[src/hdl/mrf_pkg.sv]
// mrf_pkg: constants and types shared by the receive filter design.
// assumes a single 25 MHz system clock domain; no bus, plain ports only.
package mrf_pkg;
    // ------------------------------------------------------------
    // mode and control word field positions
    // ------------------------------------------------------------
    localparam int unsigned MODE_UNICAST_REJECT_BIT = 13;
    localparam int unsigned MODE_BROADCAST_REJECT_BIT = 14;
    localparam int unsigned MODE_PROMISCUOUS_BIT = 15;
    localparam int unsigned CTRL_PAD_STRIP_BIT = 0;
    // ------------------------------------------------------------
    // frame figures
    // ------------------------------------------------------------
    localparam logic [10:0] MIN_FRAME_BYTES = 11'h040;
    localparam logic [10:0] COLL_WINDOW_BITS = 11'h200;
    localparam logic [15:0] PAD_LENGTH_LIMIT = 16'h002e;
    localparam logic [10:0] HDR_BYTES = 11'h00e;
    localparam logic [10:0] FCS_BYTES = 11'h004;
    // the crc register shifts lsb first, so the good-frame residue is the bit-reversed form
    localparam logic [31:0] FCS_RESIDUE = 32'hdebb20e3;
    // ------------------------------------------------------------
    // watermark encoding, reset value 10b = 64 bytes
    // ------------------------------------------------------------
    localparam logic [1:0] WATERMARK_RESET = 2'h2;
    localparam logic [7:0] WM_BYTES_0 = 8'h10;
    localparam logic [7:0] WM_BYTES_1 = 8'h20;
    localparam logic [7:0] WM_BYTES_2 = 8'h40;
    localparam logic [7:0] WM_BYTES_3 = 8'h70;
    localparam int unsigned BUF_DEPTH = 2;
    typedef enum logic [1:0] {
        ST_IDLE = 2'b00,
        ST_RECV = 2'b01,
        ST_DROP = 2'b11,
        ST_DONE = 2'b10
    } mrf_state_t;
endpackage

[src/hdl/mrf_rx_filter.sv]
// mrf_rx_filter: receive address filter, pad strip, fcs check, runt/collision drop.
// assumes the decoder bit stream is asynchronous to mclk and is sampled through
// two flip-flops; each decoder bit stays stable at least three mclk cycles.
//
// Notes on behaviour
// - first destination bit zero means unicast, else multicast
// - all-ones destination is broadcast, handled apart
// - unicast kept only on full station match
// - byte n compared with station bits [8n+7:8n]
// - unicast_reject drops all unicast frames
// - multicast decided by hash filter; zero rejects
// - broadcast kept unless broadcast_reject set
// - promiscuous accepts every address, overriding both rejects
// - promiscuous still drops runt frames
// - watermark flag tells buffer manager to move data
// - pad_strip_enable removes pad before fifo
// - stripping pad also removes the four fcs bytes
// - strip only when length field below 46
// - keep length-field data bytes, drop rest
// - fcs checked over every received byte including pad
// - fcs mismatch sets descriptor fcs error flag
// - collision in first 512 bits deletes frame
// - frames under 64 bytes dropped unless runt_accept
// - deletion works with earlier frame still queued
`timescale 1ns/1ps
`default_nettype none
module mrf_rx_filter
(
    input wire logic mclk,
    input wire logic rst_n,
    // decoder bit stream
    input wire logic dec_active,
    input wire logic dec_bit,
    input wire logic dec_bit_strobe,
    input wire logic dec_collision,
    // configuration
    input wire logic [15:0] mode_word,
    input wire logic [15:0] ctrl_word,
    input wire logic [47:0] station_address,
    input wire logic [63:0] multicast_hash_filter,
    input wire logic hash_hit,
    input wire logic runt_accept,
    input wire logic [1:0] rx_fifo_watermark,
    // receive fifo side
    output logic fifo_valid,
    input wire logic fifo_ready,
    output logic [7:0] fifo_data,
    output logic fifo_commit,
    output logic fifo_discard,
    input wire logic [7:0] fifo_level,
    // descriptor status and buffer manager
    output logic status_valid,
    output logic fcs_error_flag,
    output logic [10:0] status_length,
    output logic buffer_manager_start
);
    typedef struct packed {
        logic [2:0] sa;
        logic [2:0] sb;
        logic [2:0] sc;
        logic [2:0] ss;
        mrf_pkg::mrf_state_t st;
        logic [7:0] shift;
        logic [2:0] bitc;
        logic [10:0] bitn;
        logic [10:0] bytes;
        logic [31:0] crc;
        logic [47:0] dest;
        logic [15:0] lenf;
        logic [10:0] keep;
        logic strip;
        logic coll;
        logic [1:0] cnt;
        logic [1:0][7:0] buf_d;
        logic ov;
        logic cm;
        logic dc;
        logic sv;
        logic fe;
        logic [10:0] sl;
        logic bm;
    } mrf_s_t;
    mrf_s_t s_reg;
    mrf_s_t s_next;
    logic bit_pulse;
    logic byte_done;
    logic [7:0] nbyte;
    logic [31:0] crc_n;
    logic accept;
    logic is_mc;
    logic is_bc;
    logic keep_byte;
    logic ended;
    logic push;
    logic [7:0] wm;
    logic dec_collision_s;
    logic [1:0] coll_sync;
    // ------------------------------------------------------------
    // collision synchroniser
    // ------------------------------------------------------------
    always_ff @(posedge mclk or negedge rst_n)
    begin
        if (!rst_n)
            coll_sync <= 2'h0;
        else
            coll_sync <= {coll_sync[0], dec_collision};
    end
    assign dec_collision_s = coll_sync[1];
    // ------------------------------------------------------------
    // classification and address decision
    // ------------------------------------------------------------
    always_comb
    begin
        is_mc = s_reg.dest[0];
        is_bc = &s_reg.dest;
        if (mode_word[mrf_pkg::MODE_PROMISCUOUS_BIT])
            accept = 1'b1;
        else if (is_bc)
            accept = !mode_word[mrf_pkg::MODE_BROADCAST_REJECT_BIT];
        else if (is_mc)
            accept = hash_hit && (|multicast_hash_filter);
        else
            accept = !mode_word[mrf_pkg::MODE_UNICAST_REJECT_BIT] &&
                (s_reg.dest == station_address);
        unique case (rx_fifo_watermark)
            2'h0: wm = mrf_pkg::WM_BYTES_0;
            2'h1: wm = mrf_pkg::WM_BYTES_1;
            2'h2: wm = mrf_pkg::WM_BYTES_2;
            2'h3: wm = mrf_pkg::WM_BYTES_3;
        endcase
    end
    // ------------------------------------------------------------
    // next state
    // ------------------------------------------------------------
    always_comb
    begin
        s_next = s_reg;
        s_next.sa = {dec_active, dec_bit, dec_bit_strobe};
        s_next.sb = s_reg.sa;
        s_next.sc = s_reg.sb;
        s_next.cm = 1'b0;
        s_next.dc = 1'b0;
        s_next.sv = 1'b0;
        bit_pulse = s_reg.sb[0] && !s_reg.sc[0] && s_reg.sb[2];
        nbyte = {s_reg.sb[1], s_reg.shift[7:1]};
        byte_done = bit_pulse && (s_reg.bitc == 3'h7);
        crc_n = s_reg.crc;
        // bitwise crc over every bit, pad included, residue checked at end
        if (s_reg.sb[1] ^ s_reg.crc[0])
            crc_n = {1'b0, s_reg.crc[31:1]} ^ 32'hedb88320;
        else
            crc_n = {1'b0, s_reg.crc[31:1]};
        ended = !s_reg.sb[2] && s_reg.sc[2];
        keep_byte = !s_reg.strip || (s_reg.bytes < mrf_pkg::HDR_BYTES) ||
            (s_reg.bytes < s_reg.keep);
        push = 1'b0;
        if (s_reg.sb[2] && s_reg.ss[2] == 1'b0 && s_reg.bitn == 11'h000 &&
            s_reg.st == mrf_pkg::ST_IDLE)
            s_next.crc = 32'hffffffff;
        unique case (s_reg.st)
            mrf_pkg::ST_IDLE:
            begin
                s_next.bitc = 3'h0;
                s_next.bitn = 11'h000;
                s_next.bytes = 11'h000;
                s_next.strip = 1'b0;
                s_next.coll = 1'b0;
                s_next.crc = 32'hffffffff;
                if (s_reg.sb[2])
                    s_next.st = mrf_pkg::ST_RECV;
            end
            mrf_pkg::ST_RECV:
            begin
                if (bit_pulse)
                begin
                    s_next.shift = nbyte;
                    s_next.bitc = s_reg.bitc + 3'h1;
                    s_next.crc = crc_n;
                    if (s_reg.bitn < mrf_pkg::COLL_WINDOW_BITS)
                        s_next.bitn = s_reg.bitn + 11'h001;
                end
                if (dec_collision_s && s_reg.bitn < mrf_pkg::COLL_WINDOW_BITS)
                    s_next.coll = 1'b1;
                if (byte_done)
                begin
                    s_next.bytes = s_reg.bytes + 11'h001;
                    for (int i = 0; i < 6; i++)
                        if (s_reg.bytes == 11'(i))
                            s_next.dest[i*8 +: 8] = nbyte;
                    if (s_reg.bytes == 11'h00c)
                        s_next.lenf[15:8] = nbyte;
                    if (s_reg.bytes == 11'h00d)
                    begin
                        s_next.lenf[7:0] = nbyte;
                        if (ctrl_word[mrf_pkg::CTRL_PAD_STRIP_BIT] &&
                            {s_reg.lenf[15:8], nbyte} < mrf_pkg::PAD_LENGTH_LIMIT)
                        begin
                            s_next.strip = 1'b1;
                            s_next.keep = mrf_pkg::HDR_BYTES + 11'({s_reg.lenf[15:8], nbyte});
                        end
                    end
                    if (s_reg.bytes == 11'h006 && !accept)
                    begin
                        s_next.st = mrf_pkg::ST_DROP;
                        s_next.coll = 1'b1;
                    end
                    else if (keep_byte)
                        push = 1'b1;
                end
                if (ended)
                begin
                    s_next.st = mrf_pkg::ST_DONE;
                end
            end
            mrf_pkg::ST_DROP:
            begin
                // the first six bytes are already written, so the drop ends in a discard
                if (ended)
                    s_next.st = mrf_pkg::ST_DONE;
            end
            mrf_pkg::ST_DONE:
            begin
                // runt and collision drop whatever was written, queued frames untouched
                if (s_reg.cnt == 2'h0)
                begin
                    if (s_reg.coll || (!runt_accept &&
                        s_reg.bytes < mrf_pkg::MIN_FRAME_BYTES))
                        s_next.dc = 1'b1;
                    else
                    begin
                        s_next.cm = 1'b1;
                        s_next.sv = 1'b1;
                        s_next.fe = s_reg.crc != mrf_pkg::FCS_RESIDUE;
                        s_next.sl = s_reg.strip ? s_reg.keep : s_reg.bytes;
                    end
                    s_next.st = mrf_pkg::ST_IDLE;
                end
            end
        endcase
        s_next.ss = s_reg.sb;
        // two-entry skid buffer in front of the fifo write port
        if (fifo_valid && fifo_ready)
        begin
            s_next.buf_d[0] = s_reg.buf_d[1];
            s_next.cnt = s_reg.cnt - 2'h1;
        end
        if (push && s_next.cnt != 2'(mrf_pkg::BUF_DEPTH))
        begin
            s_next.buf_d[s_next.cnt[0]] = nbyte;
            s_next.cnt = s_next.cnt + 2'h1;
        end
        s_next.ov = s_next.cnt != 2'h0;
        s_next.bm = fifo_level >= wm;
    end
    // ------------------------------------------------------------
    // state register
    // ------------------------------------------------------------
    always_ff @(posedge mclk or negedge rst_n)
    begin
        if (!rst_n)
        begin
            s_reg <= '0;
            s_reg.crc <= 32'hffffffff;
        end
        else
            s_reg <= s_next;
    end
    // ------------------------------------------------------------
    // outputs
    // ------------------------------------------------------------
    assign fifo_valid = s_reg.ov;
    assign fifo_data = s_reg.buf_d[0];
    assign fifo_commit = s_reg.cm;
    assign fifo_discard = s_reg.dc;
    assign status_valid = s_reg.sv;
    assign fcs_error_flag = s_reg.fe;
    assign status_length = s_reg.sl;
    assign buffer_manager_start = s_reg.bm;
    // ------------------------------------------------------------
    // checks
    // ------------------------------------------------------------
    drop_no_status_a: assert property (@(posedge mclk) disable iff (!rst_n)
        fifo_discard |-> !status_valid) else $error("discard with status");
    runt_drop_a: assert property (@(posedge mclk) disable iff (!rst_n)
        status_valid && !runt_accept |-> $past(s_reg.bytes) >= mrf_pkg::MIN_FRAME_BYTES)
        else $error("runt frame kept");
    wm_flag_a: assert property (@(posedge mclk) disable iff (!rst_n)
        ##1 buffer_manager_start == ($past(fifo_level) >= $past(wm)))
        else $error("watermark flag wrong");
    buf_hold_a: assert property (@(posedge mclk) disable iff (!rst_n)
        fifo_valid && !fifo_ready && s_reg.cnt == 2'h2 |=> fifo_valid &&
        $stable(fifo_data)) else $error("buffer lost word");
    bc_reject_a: assert property (@(posedge mclk) disable iff (!rst_n)
        status_valid && mode_word[mrf_pkg::MODE_BROADCAST_REJECT_BIT] &&
        !mode_word[mrf_pkg::MODE_PROMISCUOUS_BIT] |-> !is_bc) else $error("broadcast kept");
    uc_reject_a: assert property (@(posedge mclk) disable iff (!rst_n)
        status_valid && mode_word[mrf_pkg::MODE_UNICAST_REJECT_BIT] &&
        !mode_word[mrf_pkg::MODE_PROMISCUOUS_BIT] |-> is_mc) else $error("unicast kept");
    coll_commit_a: assert property (@(posedge mclk) disable iff (!rst_n)
        fifo_commit |-> !s_reg.coll)
        else $error("deleted frame committed");
    commit_excl_a: assert property (@(posedge mclk) disable iff (!rst_n)
        !(fifo_commit && fifo_discard))
        else $error("commit with discard");
endmodule
`default_nettype wire

[config.mk]
export PLATFORM = sky130hd
export DESIGN_NAME = mrf_rx_filter
export DESIGN_NICKNAME = d
export VERILOG_FILES = /design/src/hdl/mrf_pkg.sv /design/src/hdl/mrf_rx_filter.sv
export SDC_FILE = /design/constraint.sdc
export NUM_CORES = 1
export LEC_CHECK = 0
export BUFFER_PORTS_ARGS = -buffer_cell sky130_fd_sc_hd__buf_4
export CORE_UTILIZATION = 40
export CTS_CLUSTER_SIZE = 12
export DETAILED_ROUTE_END_ITERATION = 16
export PLACE_DENSITY = 0.73
export SLEW_MARGIN = 20
export SYNTH_ARGS = -nofsm -noshare
export SYNTH_HDL_FRONTEND = slang
export SYNTH_SLANG_ARGS = --single-unit
[constraint.sdc]
create_clock -name mclk -period 3.8 [get_ports mclk]
set_input_delay 0.76 -clock mclk [delete_from_list [all_inputs] [get_ports mclk]]
set_output_delay 0.76 -clock mclk [all_outputs]
set_load 0.01 [all_outputs]
After elaboration in Yosys (flattened, before gate mapping)
Index checks and enable logic that the tools add are counted.
{ "word_totals": {"regBits": 182, "in_bits": 163, "out_inout_bits": 25, "wordCells": 166} }
{ "op_classes": {"addsub": 6, "magnitude_cmp": 8, "eq_ne": 28, "mux": 40, "n_bitwise": 4, "reduce_logical": 50} }
{ "op_table": {"columns": ["op", "count"], "rows": [
  ["57-bit one-hot mux with 2 select lines", 1],
  ["32-bit 2-to-1 mux", 3],
  ["64-bit OR reduction", 1],
  ["48-bit == test", 1],
  ["48-bit AND reduction", 1],
  ["11-bit by 3-bit == test with 1-bit output, second input constant", 3],
  ["11-bit 2-to-1 mux", 3],
  ["32-bit != test, second input constant", 1],
  ["8-bit one-hot mux with 4 select lines", 1],
  ["15-bit 2-to-1 mux", 2],
  ["3-bit AND reduction", 9],
  ["11-bit by 1-bit adder with 11-bit output, second input constant", 2],
  ["11-bit by 2-bit == test with 1-bit output, second input constant", 2],
  ["11-bit by 4-bit == test with 1-bit output, second input constant", 2],
  ["11-bit zero test", 2],
  ["18-bit 2-to-1 mux", 1],
  ["2-bit != test, second input constant", 9],
  ["16-bit bitwise mux", 1],
  ["1-bit logical AND", 16],
  ["16-bit by 6-bit less-than comparator with 1-bit output, second input constant", 1],
  ["2-bit 2-to-1 mux", 8],
  ["8-bit 2-to-1 mux", 2],
  ["14-bit 2-to-1 mux", 1],
  ["13-bit inverter with 14-bit output", 1],
  ["other kinds (30)", 62]
]} }

Logic depth before layout (Yosys ltp)
Gate-level depths: netlist (run 1).
{ "depth": {"depth_word": 13, "ltp_mapped": 10} }

Least setup slack after synthesis (run 1)
Ideal clock, no wire load.
{ "synth_path": {"path_kind": "input port to flip-flop", "startpoint": "input fifo_ready", "endpoint": "register (tool-made name)", "t_arrival_ns": 2.830, "slack_ns": 0.846, "cell_stages": 9, "path_buffers": 2, "path_cell_list": "nand2_1 > clkbuf_1 > o21ai_0 > ha_1 > a311oi_2 > o211a_1 > ha_1 > clkbuf_1 > mux2_2"} }
{ "synth_rtl": {"columns": ["item", "line", "rtl"], "rows": [
  ["start, declared", "mrf_rx_filter.sv:46", "input wire logic fifo_ready,"]
]} }

==> run summary, run 1 <==
status - completed
Net Sw Power - 1.27 mW
sequential cell area fraction in the yosys report - 50.9%
max-slew violations - 0
CP required - 4110 ps
flops & latches, synth - 179
Syn Std Cell Area - 8880 um2
CTS buffer count - 17
Max Clock Freq - 0.330 GHz
port bufs - 159
Startpoint Class - flip-flop
synth top area cells - dfrtp_1 41%, dfstp_2 9.5%, mux2_2 8.7%
CP endpoint kind - flip-flop
overall power - 4.71 mW
Post-Syn Instances - 805
Clock Latency Late Sink - 420 ps
top-area cell type share of the netlist area - 41.4%
Antenna Nets Post-Route - 0
Die X - 151 um
DR pass1 iterations - 4
vias in the first global route - 6,618
CP max FO - 8
Flop pwr share - 47.5%
reg2reg setup slack - 770 ps
Die H - 151 um
I/O pin count - 188
number of synthesized flops with an enable pin - 0
Largest register FFs - 131
Comb power frac - 14.7%
FF-to-FF path depth - 7
Avg WL per Cell - 16.8 um
critical path data arrival time - 3330 ps
core area - 21,800 um2
Ys Warns - 0
Yosys cell types - 55
first-pass GRT wire length - 33.9 mm
Max Cap Viol - 0
via count - 6,576
CTS max path bufs - 2
syn_nets - 997
area delta synth->final - 22.4%
H-Tree Depth - 4
die area - 22,800 um2
hold_sp - s_next[187]$_DFF_PN0_
cell taking the most area after synthesis - dfrtp_1
WS Path Type - reg -> reg
row count - 54
RSZ-0062 raised after global routing - no
final wirelength - 20.9 mm
commonest cells in the netlist - 147 x dfrtp_1, 84 x nand2_1, 69 x mux2_2
Worst slew margin - 40.8%
most numerous cell in the Yosys netlist - dfrtp_1
Placed Area - 10,300 um2
Least-Margin Pin Slew - 886 ps
Setup Buffers After CTS - 0
WHS Endpoint - s_next[181]$_DFF_PN0_
hold depth - 0
period utilisation layout - 79.6%
post-route cell area - 10,900 um2
R2R Path Start - s_reg[151]$_DFFE_PN0P_
DRT iter0 DRCs - 342
Clock transition at path regs - 60 ps
ys async rst share - 100%
initial antenna violation count - 0
internal power - 3.44 mW
leakage - 5.14 nW
CTS Hold Bufs - 0
Min Clock Period, post-route - 3030 ps
Primary FF master, synth - dfrtp_1
largest net degree at the start of global routing - 81
skew final - 8.36 ps
Root Driver - clkbuf_16
Layout Nets - 1,137
highest ir drop seen on vdd - 0.250 mV
sw frac - 27.0%
TritonCTS Sinks - 179
TritonCTS clock tree - built
Initial Util - 40.7%
grt total ovfl - 0
clock power share - 37.8%
Worst Hold Class - reg -> reg
Detail Placement HPWL - 15.3 mm
share of layout cells above drive strength 1 - 32.6%
Mean Syn Cell Area - 11.0 um2
GP Congestion - 0.885
Antenna diodes - 0
via/cell ratio - 5.31
DRC viols - 0
PwrDens - 434 nW/um2
Total Neg Setup Slack - 0 ps
# setup viols final - 0
final hold violation count - 0
CTS resizes - 0
total track usage - 19.4%
==> power groups by stage <==
stage | Combinational [mW] | Clock, mW | Sequential (mW)
after floorplan | 0.458 | 0 | 2.16
after global placement | 0.678 | 0 | 2.27
after detailed placement | 0.695 | 0 | 2.27
after CTS | 0.700 | 1.82 | 2.24
after global routing | 0.777 | 1.90 | 2.26
final | 0.694 | 1.78 | 2.24
==> how the worst max path moves through the flow <==
stage                                       from         to  depth (start not counted)
after global placement       station_address[30]  flip-flop                          9
final                     s_reg[151]$_DFFE_PN0P_  flip-flop                          7
after detailed placement     station_address[16]  flip-flop                          9
after global routing      s_reg[151]$_DFFE_PN0P_  flip-flop                          7
after CTS                 s_reg[151]$_DFFE_PN0P_  flip-flop                          7
after floorplan                       fifo_ready  flip-flop                          9
==> per-stage QoR <==
step | setup slack (ps) | hold slack, ps | utilization [%] | cells
after detailed placement | 381 | 336 | 47.1 | 1206
after floorplan | 846 | 331 | - | 805
final | 774 | 348 | 49.8 | 1238
after CTS | 736 | 350 | 49.8 | 1238
after global placement | 423 | 334 | 47.1 | 1206
after global routing | 559 | 351 | 49.8 | 1238
==> critical path, stage by stage, from the launching register on <==
cell,delay (ps)
dfrtp_1,460
or4_4,590
nor4_4,240
o21ai_0,170
a311oi_2,360
o211a_1,270
ha_1,420
mux2_2,390
==> cell type report <==
class | count | area [um2]
clock buffer | 24 | 472
inverter | 30 | 113
sequential | 179 | 4520
clock inverter | 8 | 126
tap | 280 | 350
fill | 1958 | 11000
multi-input combinational | 545 | 3980
timing repair buffer | 172 | 1310
==> placed cells by master (no fill, tap or decap), types with 2 or more instances in the layout <==
| cell type | count |
|---|---|
| o31ai_1 | 4 |
| a21oi_1 | 11 |
| inv_1 | 30 |
| a22o_1 | 2 |
| clkbuf_8 | 2 |
| nand4b_1 | 2 |
| and2_1 | 2 |
| buf_4 | 170 |
| nor4_1 | 38 |
| dfstp_2 | 32 |
| clkbuf_16 | 17 |
| o211a_1 | 2 |
| nand4_1 | 32 |
| nor2b_1 | 2 |
| mux2_1 | 2 |
| nand2_2 | 4 |
| nand3_1 | 11 |
| o22a_1 | 18 |
| clkbuf_1 | 5 |
| o21ai_0 | 48 |
| or3_1 | 3 |
| a31oi_1 | 7 |
| nor2_1 | 32 |
| nand2b_1 | 2 |
| mux2i_1 | 18 |
| o2111ai_1 | 2 |
| or2_2 | 2 |
| ha_1 | 29 |
| nand2_1 | 84 |
| nor3_1 | 7 |
| o22ai_1 | 14 |
| nor4b_1 | 2 |
| xor2_1 | 53 |
| xnor2_1 | 18 |
| dfrtp_1 | 147 |
| clkinvlp_4 | 3 |
| mux2_2 | 69 |
| a21o_1 | 2 |
| bufinv_16 | 3 |
| o211ai_1 | 4 |
==> cells by family (layout without fill, tap and decap cells) <==
kind of cell,after synthesis,after routing,synth area share [%]
AND/OR/NAND/NOR,232,232,13.5
adder cells (fa/ha/maj),29,29,4.09
flip-flops,179,179,50.9
XOR/XNOR,71,71,7.00
buffers and inverters,81,234,4.31
AO/OA/AOI/OAI,124,124,9.20
multiplexers,89,89,11.0
==> metal layers <==
layer	vias up	global-route usage (%)	part of all wire [%]
met5	-	0	0
met4	0	6.05	1.5
met3	25	3.70	3.9
met2	156	32.5	49
met1	3242	25.4	45
li1	3153	-	-
Power figures use the tool's default switching activity.
==> inputs of run 2 (changes only) <==
--- a/config.mk
+++ b/config.mk
@@ -5,11 +5,12 @@
 export SDC_FILE = /design/constraint.sdc
 export NUM_CORES = 1
 export LEC_CHECK = 0
+export ABC_AREA = 1
 export BUFFER_PORTS_ARGS = -buffer_cell sky130_fd_sc_hd__buf_4
 export CORE_UTILIZATION = 40
 export CTS_CLUSTER_SIZE = 12
 export DETAILED_ROUTE_END_ITERATION = 16
-export PLACE_DENSITY = 0.73
+export PLACE_DENSITY = 0.74
 export SLEW_MARGIN = 20
 export SYNTH_ARGS = -nofsm -noshare
 export SYNTH_HDL_FRONTEND = slang
==> constraint.sdc (replaced) <==
create_clock -name mclk -period 2.45 [get_ports mclk]
set_input_delay 0.49 -clock mclk [delete_from_list [all_inputs] [get_ports mclk]]
set_output_delay 0.49 -clock mclk [all_outputs]
set_load 0.01 [all_outputs]
==> run 2 against run 1 <==
Effect of this change:
- the flow now finishes with violations (negative hold slack)
- hold slack worse by 360 ps
- setup slack worse by 580 ps
- critical path depth increased by 4
- utilization rose by 0.29 points
- sequential share of layout area fell by 3.1 points
- non-clock buffer count grew 21
- cell count increased by 39%
- highest routed layer unchanged
==> run summary, run 2 <==
Syn Std Cell Area - 9560 um2
Largest register FFs - 131
Mean Syn Cell Area - 7.79 um2
CTS Hold Bufs - 0
overall power - 7.88 mW
final wirelength - 23.4 mm
clock power share - 33.9%
most numerous cell in the Yosys netlist - nand2_1
TritonCTS Sinks - 179
post-route insts no fill - 1,719
DRC viols - 0
leakage - 5.76 nW
TritonCTS clock tree - built
skew final - 10.2 ps
ys async rst share - 100%
top-area cell type share of the netlist area - 38.5%
Detail Placement HPWL - 17.1 mm
CTS max path bufs - 2
Startpoint Class - flip-flop
Post-Syn Instances - 1,227
Ys Warns - 0
Initial Util - 40.7%
DR top layer - met4
Max Cap Viol - 0
pre-CTS setup slack - -44.8 ps
grt total ovfl - 0
Layout Nets - 1,579
Clock Latency Late Sink - 440 ps
Least-Margin Pin Slew - 621 ps
max-slew violations - 0
Net Sw Power - 2.58 mW
critical path data arrival time - 2550 ps
first-pass GRT wire length - 37.6 mm
Flop pwr share - 44.1%
total track usage - 19.7%
area delta synth->final - 23.0%
commonest cells in the netlist - 323 x nand2_1, 175 x inv_1, 147 x dfrtp_1
Max Clock Freq - 0.444 GHz
vias in the first global route - 8,024
port bufs - 159
final hold violation count - 7
row count - 56
Die X - 157 um
post-route cell area - 11,800 um2
I/O pin count - 188
initial antenna violation count - 0
share of layout cells above drive strength 1 - 20.6%
die area - 24,500 um2
CP endpoint kind - flip-flop
CP required - 2750 ps
placed insts - 1,687
metal2 WL - 11.4 mm
compound-gate portion of the synthesized area - 12.4%
Comb power frac - 22.0%
# setup viols final - 0
Antenna diodes - 0
flops & latches, synth - 179
Yosys cell types - 45
cell taking the most area after synthesis - dfrtp_1
Placed Area - 11,200 um2
Die H - 157 um
WS Path Type - reg -> reg
via count - 8,290
synth top area cells - dfrtp_1 38%, nand2_1 13%, dfstp_2 8.8%
final setup margin - 196 ps
number of synthesized flops with an enable pin - 0
largest net degree at the start of global routing - 66
core area - 23,500 um2
met3 wire len - 1.31 mm
Root Driver - clkbuf_16
CP max FO - 3
Primary FF master, synth - dfrtp_1
Min Clock Period, post-route - 2250 ps
RSZ-0062 raised after global routing - no
adder-cell share of the synthesized area - 3.80%
status - complete, but fails checks
commonest non-fill, non-tap cells in the layout - 323 x nand2_1, 190 x buf_4, 175 x inv_1
via/cell ratio - 4.82
DRT iter0 DRCs - 494
Hold WS - -7.28 ps
Avg WL per Cell - 13.6 um
H-Tree Depth - 4
xor and xnor area share after synthesis - 2.57%
mux contribution to synthesized area - 0%
commonest non-fill, non-tap cell in the layout - nand2_1
Simple-Gate Fraction of Synth Area - 23.9%
highest ir drop seen on vdd - 0.505 mV
failing checks - negative hold slack
sw frac - 32.7%
Clock transition at path regs - 70 ps
largest family of logic cells by synthesized area - simple AND/OR/NAND/NOR gates
Worst slew margin - 58.5%
CTS buffer count - 17
DR pass1 iterations - 5
Worst Hold Class - in -> async
syn_nets - 1,419
GP Congestion - 0.869
Antenna Nets Post-Route - 0
sequential cell area fraction in the yosys report - 47.3%
PwrDens - 670 nW/um2
M1 wire length - 10.1 mm
period utilisation layout - 92.0%
Setup Buffers After CTS - 0
internal power - 5.30 mW
-- run 2: changes by cell type in the layout (fill, tap and decap cells not counted), moves of 12 or more --
| cell | before | now |
|---|---|---|
| nand2_1 | 84 | 323 |
| inv_1 | 30 | 175 |
| nor2_1 | 32 | 126 |
| o21ai_0 | 48 | 121 |
| mux2_2 | 69 | 0 |
| xor2_1 | 53 | 16 |
| nor4_1 | 38 | 9 |
| o21ai_1 | 0 | 24 |
| buf_4 | 170 | 190 |
| a21oi_1 | 11 | 30 |
| mux2i_1 | 18 | 0 |
| o22a_1 | 18 | 0 |
| nand3_1 | 11 | 23 |
-- run 2: repair_timing --
action / 4_1_cts / 5_1_grt
endpoints found under the setup margin: 0 / 10
gates resized for setup: 0 / 4
hold endpoints to repair: 0 / 0
-- run 2: logic make-up after synthesis --
| family | after synthesis |
|---|---|
| flip-flops | 179 |
| XOR/XNOR | 28 |
| AO/OA/AOI/OAI | 217 |
| AND/OR/NAND/NOR | 540 |
| adder cells (fa/ha/maj) | 29 |
| buffers and inverters | 234 |
-- run 2: metal layers --
metal  vias up  track usage (%)
met5         -                0
met4         0             8.36
met3        38             3.88
met2       237             34.8
met1      3828             23.3
li1       4187                -
-- run 2: per-stage QoR --
| stage | hold slack [ps] | utilization [%] | TNS (ps) |
|---|---|---|---|
| 6_report | -7.28 | 50.1 | 0 |
| 3_5_place_dp | 335 | 47.5 | -175 |
| 5_1_grt | 21.3 | 50.1 | 0 |
| 2_1_floorplan | 194 | - | 0 |
| 4_1_cts | 6.81 | 50.0 | 0 |
| 3_3_place_gp | 332 | 47.5 | 0 |
-- run 2: path summary, 6_finish.rpt --
| kind | to | start | slack, ps | cells past startpoint |
|---|---|---|---|---|
| hold reg to reg | s_next[181]$_DFF_PN0_ | s_next[187]$_DFF_PN0_ | 350 | 0 |
| setup / recovery | fifo_valid$_DFF_PN0_ | s_reg[151]$_DFFE_PN0P_ | 200 | 11 |
| setup reg to reg | fifo_valid$_DFF_PN0_ | s_reg[151]$_DFFE_PN0P_ | 200 | 11 |
| max in group asynchronous | status_length[3]$_DFFE_PN0P_ | rst_n | 1700 | 2 |
| min in group mclk | coll_sync[0]$_DFF_PN0_ | dec_collision | 150 | 1 |
| hold / removal | s_next[186]$_DFF_PN0_ | rst_n | -7 | 1 |
-- run 2: critical path: stages, from the launching register on --
cell      delay (ps)
dfrtp_1          380
nor4_1           270
buf_4            160
nand3_1          140
nor2_1           180
nand2_1           80
nor2_1           250
nand2_1          130
nand3_2           90
inv_2             60
ha_4             210
nand3b_1         180
-- run 2: area by class of cell --
cell class                 instances  area, um2
clock inverter                    15        160
timing repair buffer             193       1480
multi-input combinational        814       4090
fill                            2224      11700
sequential                       179       4520
inverter                         182        686
clock buffer                      17        425
tap                              319        399
-- run 2: power groups by stage --
stage	sequential, mW	combinational [mW]	clock, mW
finish	3.48	1.73	2.67
global route	3.51	1.97	2.86
CTS	3.47	1.74	2.73
detailed placement	3.52	1.73	0
global placement	3.51	1.69	0
floorplan	3.44	1.10	0
==> inputs of run 3 (changes only) <==
==> constraint.sdc (replaced) <==
create_clock -name mclk -period 2.45 [get_ports mclk]
set_input_delay 0.1225 -clock mclk [delete_from_list [all_inputs] [get_ports mclk]]
set_output_delay 0.1225 -clock mclk [all_outputs]
set_load 0.01 [all_outputs]
==> run 3 against run 2 <==
Effect of this change:
- the run now ends clean
- critical path depth is 1 lower
- clock power is 2% higher
- maximum frequency is 0.72% higher
- setup slack better by 16 ps
- sequential power hardly changed
- cell count is 0.58% higher
- clock-buffer cell count stayed put
- power is 1.3% higher
- first-iteration DRC count is 8.9% lower
- largest cell class unchanged
==> run summary, run 3 (synthesis gave the netlist of run 2 again) <==
status - completed
highest ir drop seen on vdd - 0.658 mV
RSZ-0062 raised after global routing - no
# setup viols final - 0
row count - 56
Startpoint Class - flip-flop
Largest register FFs - 131
post-route cell area - 11,900 um2
H-Tree Depth - 4
DRT iter0 DRCs - 450
DR pass1 iterations - 6
port bufs - 159
FF-to-FF path depth - 10
core area - 23,500 um2
WS Path Type - reg -> reg
Max Clock Freq - 0.447 GHz
via count - 8,397
I/O pin count - 188
Detail Placement HPWL - 17.6 mm
placed insts - 1,690
first-pass GRT wire length - 38.7 mm
Worst Hold Class - in -> reg
via/cell ratio - 4.86
overall power - 7.98 mW
TritonCTS Sinks - 179
CP required - 2800 ps
Root Driver - clkbuf_16
PwrDens - 672 nW/um2
initial antenna violation count - 0
total track usage - 20.3%
Worst slew margin - 50.0%
hold depth - 4
critical path data arrival time - 2590 ps
vias in the first global route - 8,136
DRC viols - 0
Least-Margin Pin Slew - 750 ps
max-slew violations - 0
Placed Area - 11,200 um2
Die H - 157 um
Avg WL per Cell - 13.8 um
Layout Nets - 1,589
Antenna diodes - 0
M1 wire length - 10.1 mm
Min Clock Period, post-route - 2240 ps
CTS max path bufs - 2
GP Congestion - 0.821
final hold violation count - 0
share of layout cells above drive strength 1 - 20.8%
metal2 WL - 12.2 mm
met3 wire len - 1.26 mm
commonest non-fill, non-tap cell in the layout - nand2_1
Clock Latency Late Sink - 450 ps
grt total ovfl - 0
period utilisation layout - 91.3%
DR top layer - met4
area delta synth->final - 24.3%
largest net degree at the start of global routing - 78
die area - 24,500 um2
Max Cap Viol - 0
CP endpoint kind - flip-flop
final wirelength - 23.8 mm
Total Neg Setup Slack - 0 ps
CTS buffer count - 17
TritonCTS clock tree - built
final setup margin - 212 ps
Initial Util - 40.7%
Die X - 157 um
pre-CTS setup slack - 28.7 ps
post-route insts no fill - 1,729
Antenna Nets Post-Route - 0
skew final - 13.1 ps
leakage - 5.82 nW
commonest non-fill, non-tap cells in the layout - 322 x nand2_1, 192 x buf_4, 175 x inv_1
Clock transition at path regs - 70 ps
CP max FO - 16
## run 3: changes by cell type in the layout (fill, tap and decap cells not counted)
cell,before,now
buf_12,2,3
buf_4,190,192
clkinv_2,1,0
clkinv_4,0,1
clkinv_8,3,4
clkinvlp_4,2,1
dlygate4sd3_1,0,7
inv_6,4,3
inv_8,5,6
nand2_1,323,322
nand2_2,0,1
## run 3: path summary, 6_finish.rpt
kind | startpoint | end | slack (ps)
setup / recovery | s_reg[152]$_DFFE_PN0P_ | flip-flop | 210
setup reg to reg | s_reg[152]$_DFFE_PN0P_ | flip-flop | 210
hold reg to reg | s_next[185]$_DFF_PN0_ | s_next[179]$_DFF_PN0_ | 350
max in group asynchronous | rst_n | s_reg[124]$_DFF_PN1_ | 1420
hold / removal | fifo_level[6] | buffer_manager_start$_DFF_PN0_ | 20
min in group asynchronous | rst_n | fifo_data[5]$_DFF_PN0_ | 290
## run 3: final cells by class
type | count | area (um2)
Multi-Input combinational cell | 814 | 4090
Timing Repair Buffer | 203 | 1580
Clock inverter | 15 | 175
Inverter | 182 | 686
Fill cell | 2220 | 11600
Sequential cell | 179 | 4520
Tap cell | 319 | 399
Clock buffer | 17 | 425
## run 3: stage by stage
| stage | utilization [%] | hold WS, ps |
|---|---|---|
| final | 50.6 | 18.9 |
| after global routing | 50.6 | 25.3 |
| after CTS | 50.5 | 5.72 |
| after detailed placement | 47.7 | 225 |
| after global placement | 47.7 | 226 |
| after floorplan | - | -173 |
## run 3: where the power goes
group / total, mW / leakage (nW) / internal (mW) / switching, mW
sequential: 3.46 / 2.28 / 3.26 / 0.204
combinational: 1.79 / 3.25 / 0.708 / 1.08
clock: 2.73 / 0.291 / 1.38 / 1.35
total: 7.98 / 5.82 / 5.35 / 2.63
## run 3: timing repair
item	CTS	global route
hold buffers	7	0
resized for setup	0	5
buffers inserted	0	0
hold endpoints to repair	55	0
endpoints found under the setup margin	0	12
## run 3: routing by layer
metal / up-vias / GRT usage (%)
met1: 3920 / 24.0
met3: 20 / 3.60
met5: - / 0
met4: 0 / 6.07
met2: 229 / 37.2
li1: 4228 / -
## run 3: worst max-delay path, cell delays in order, from the launching register on
cell     delay [ps]
dfrtp_1         450
nor4_1          380
nand3_1         240
nor2_1          190
nand2_1          70
nor2_1          140
nand2_1         110
nand3_2          90
inv_2            60
ha_4            200
o21ai_0         210
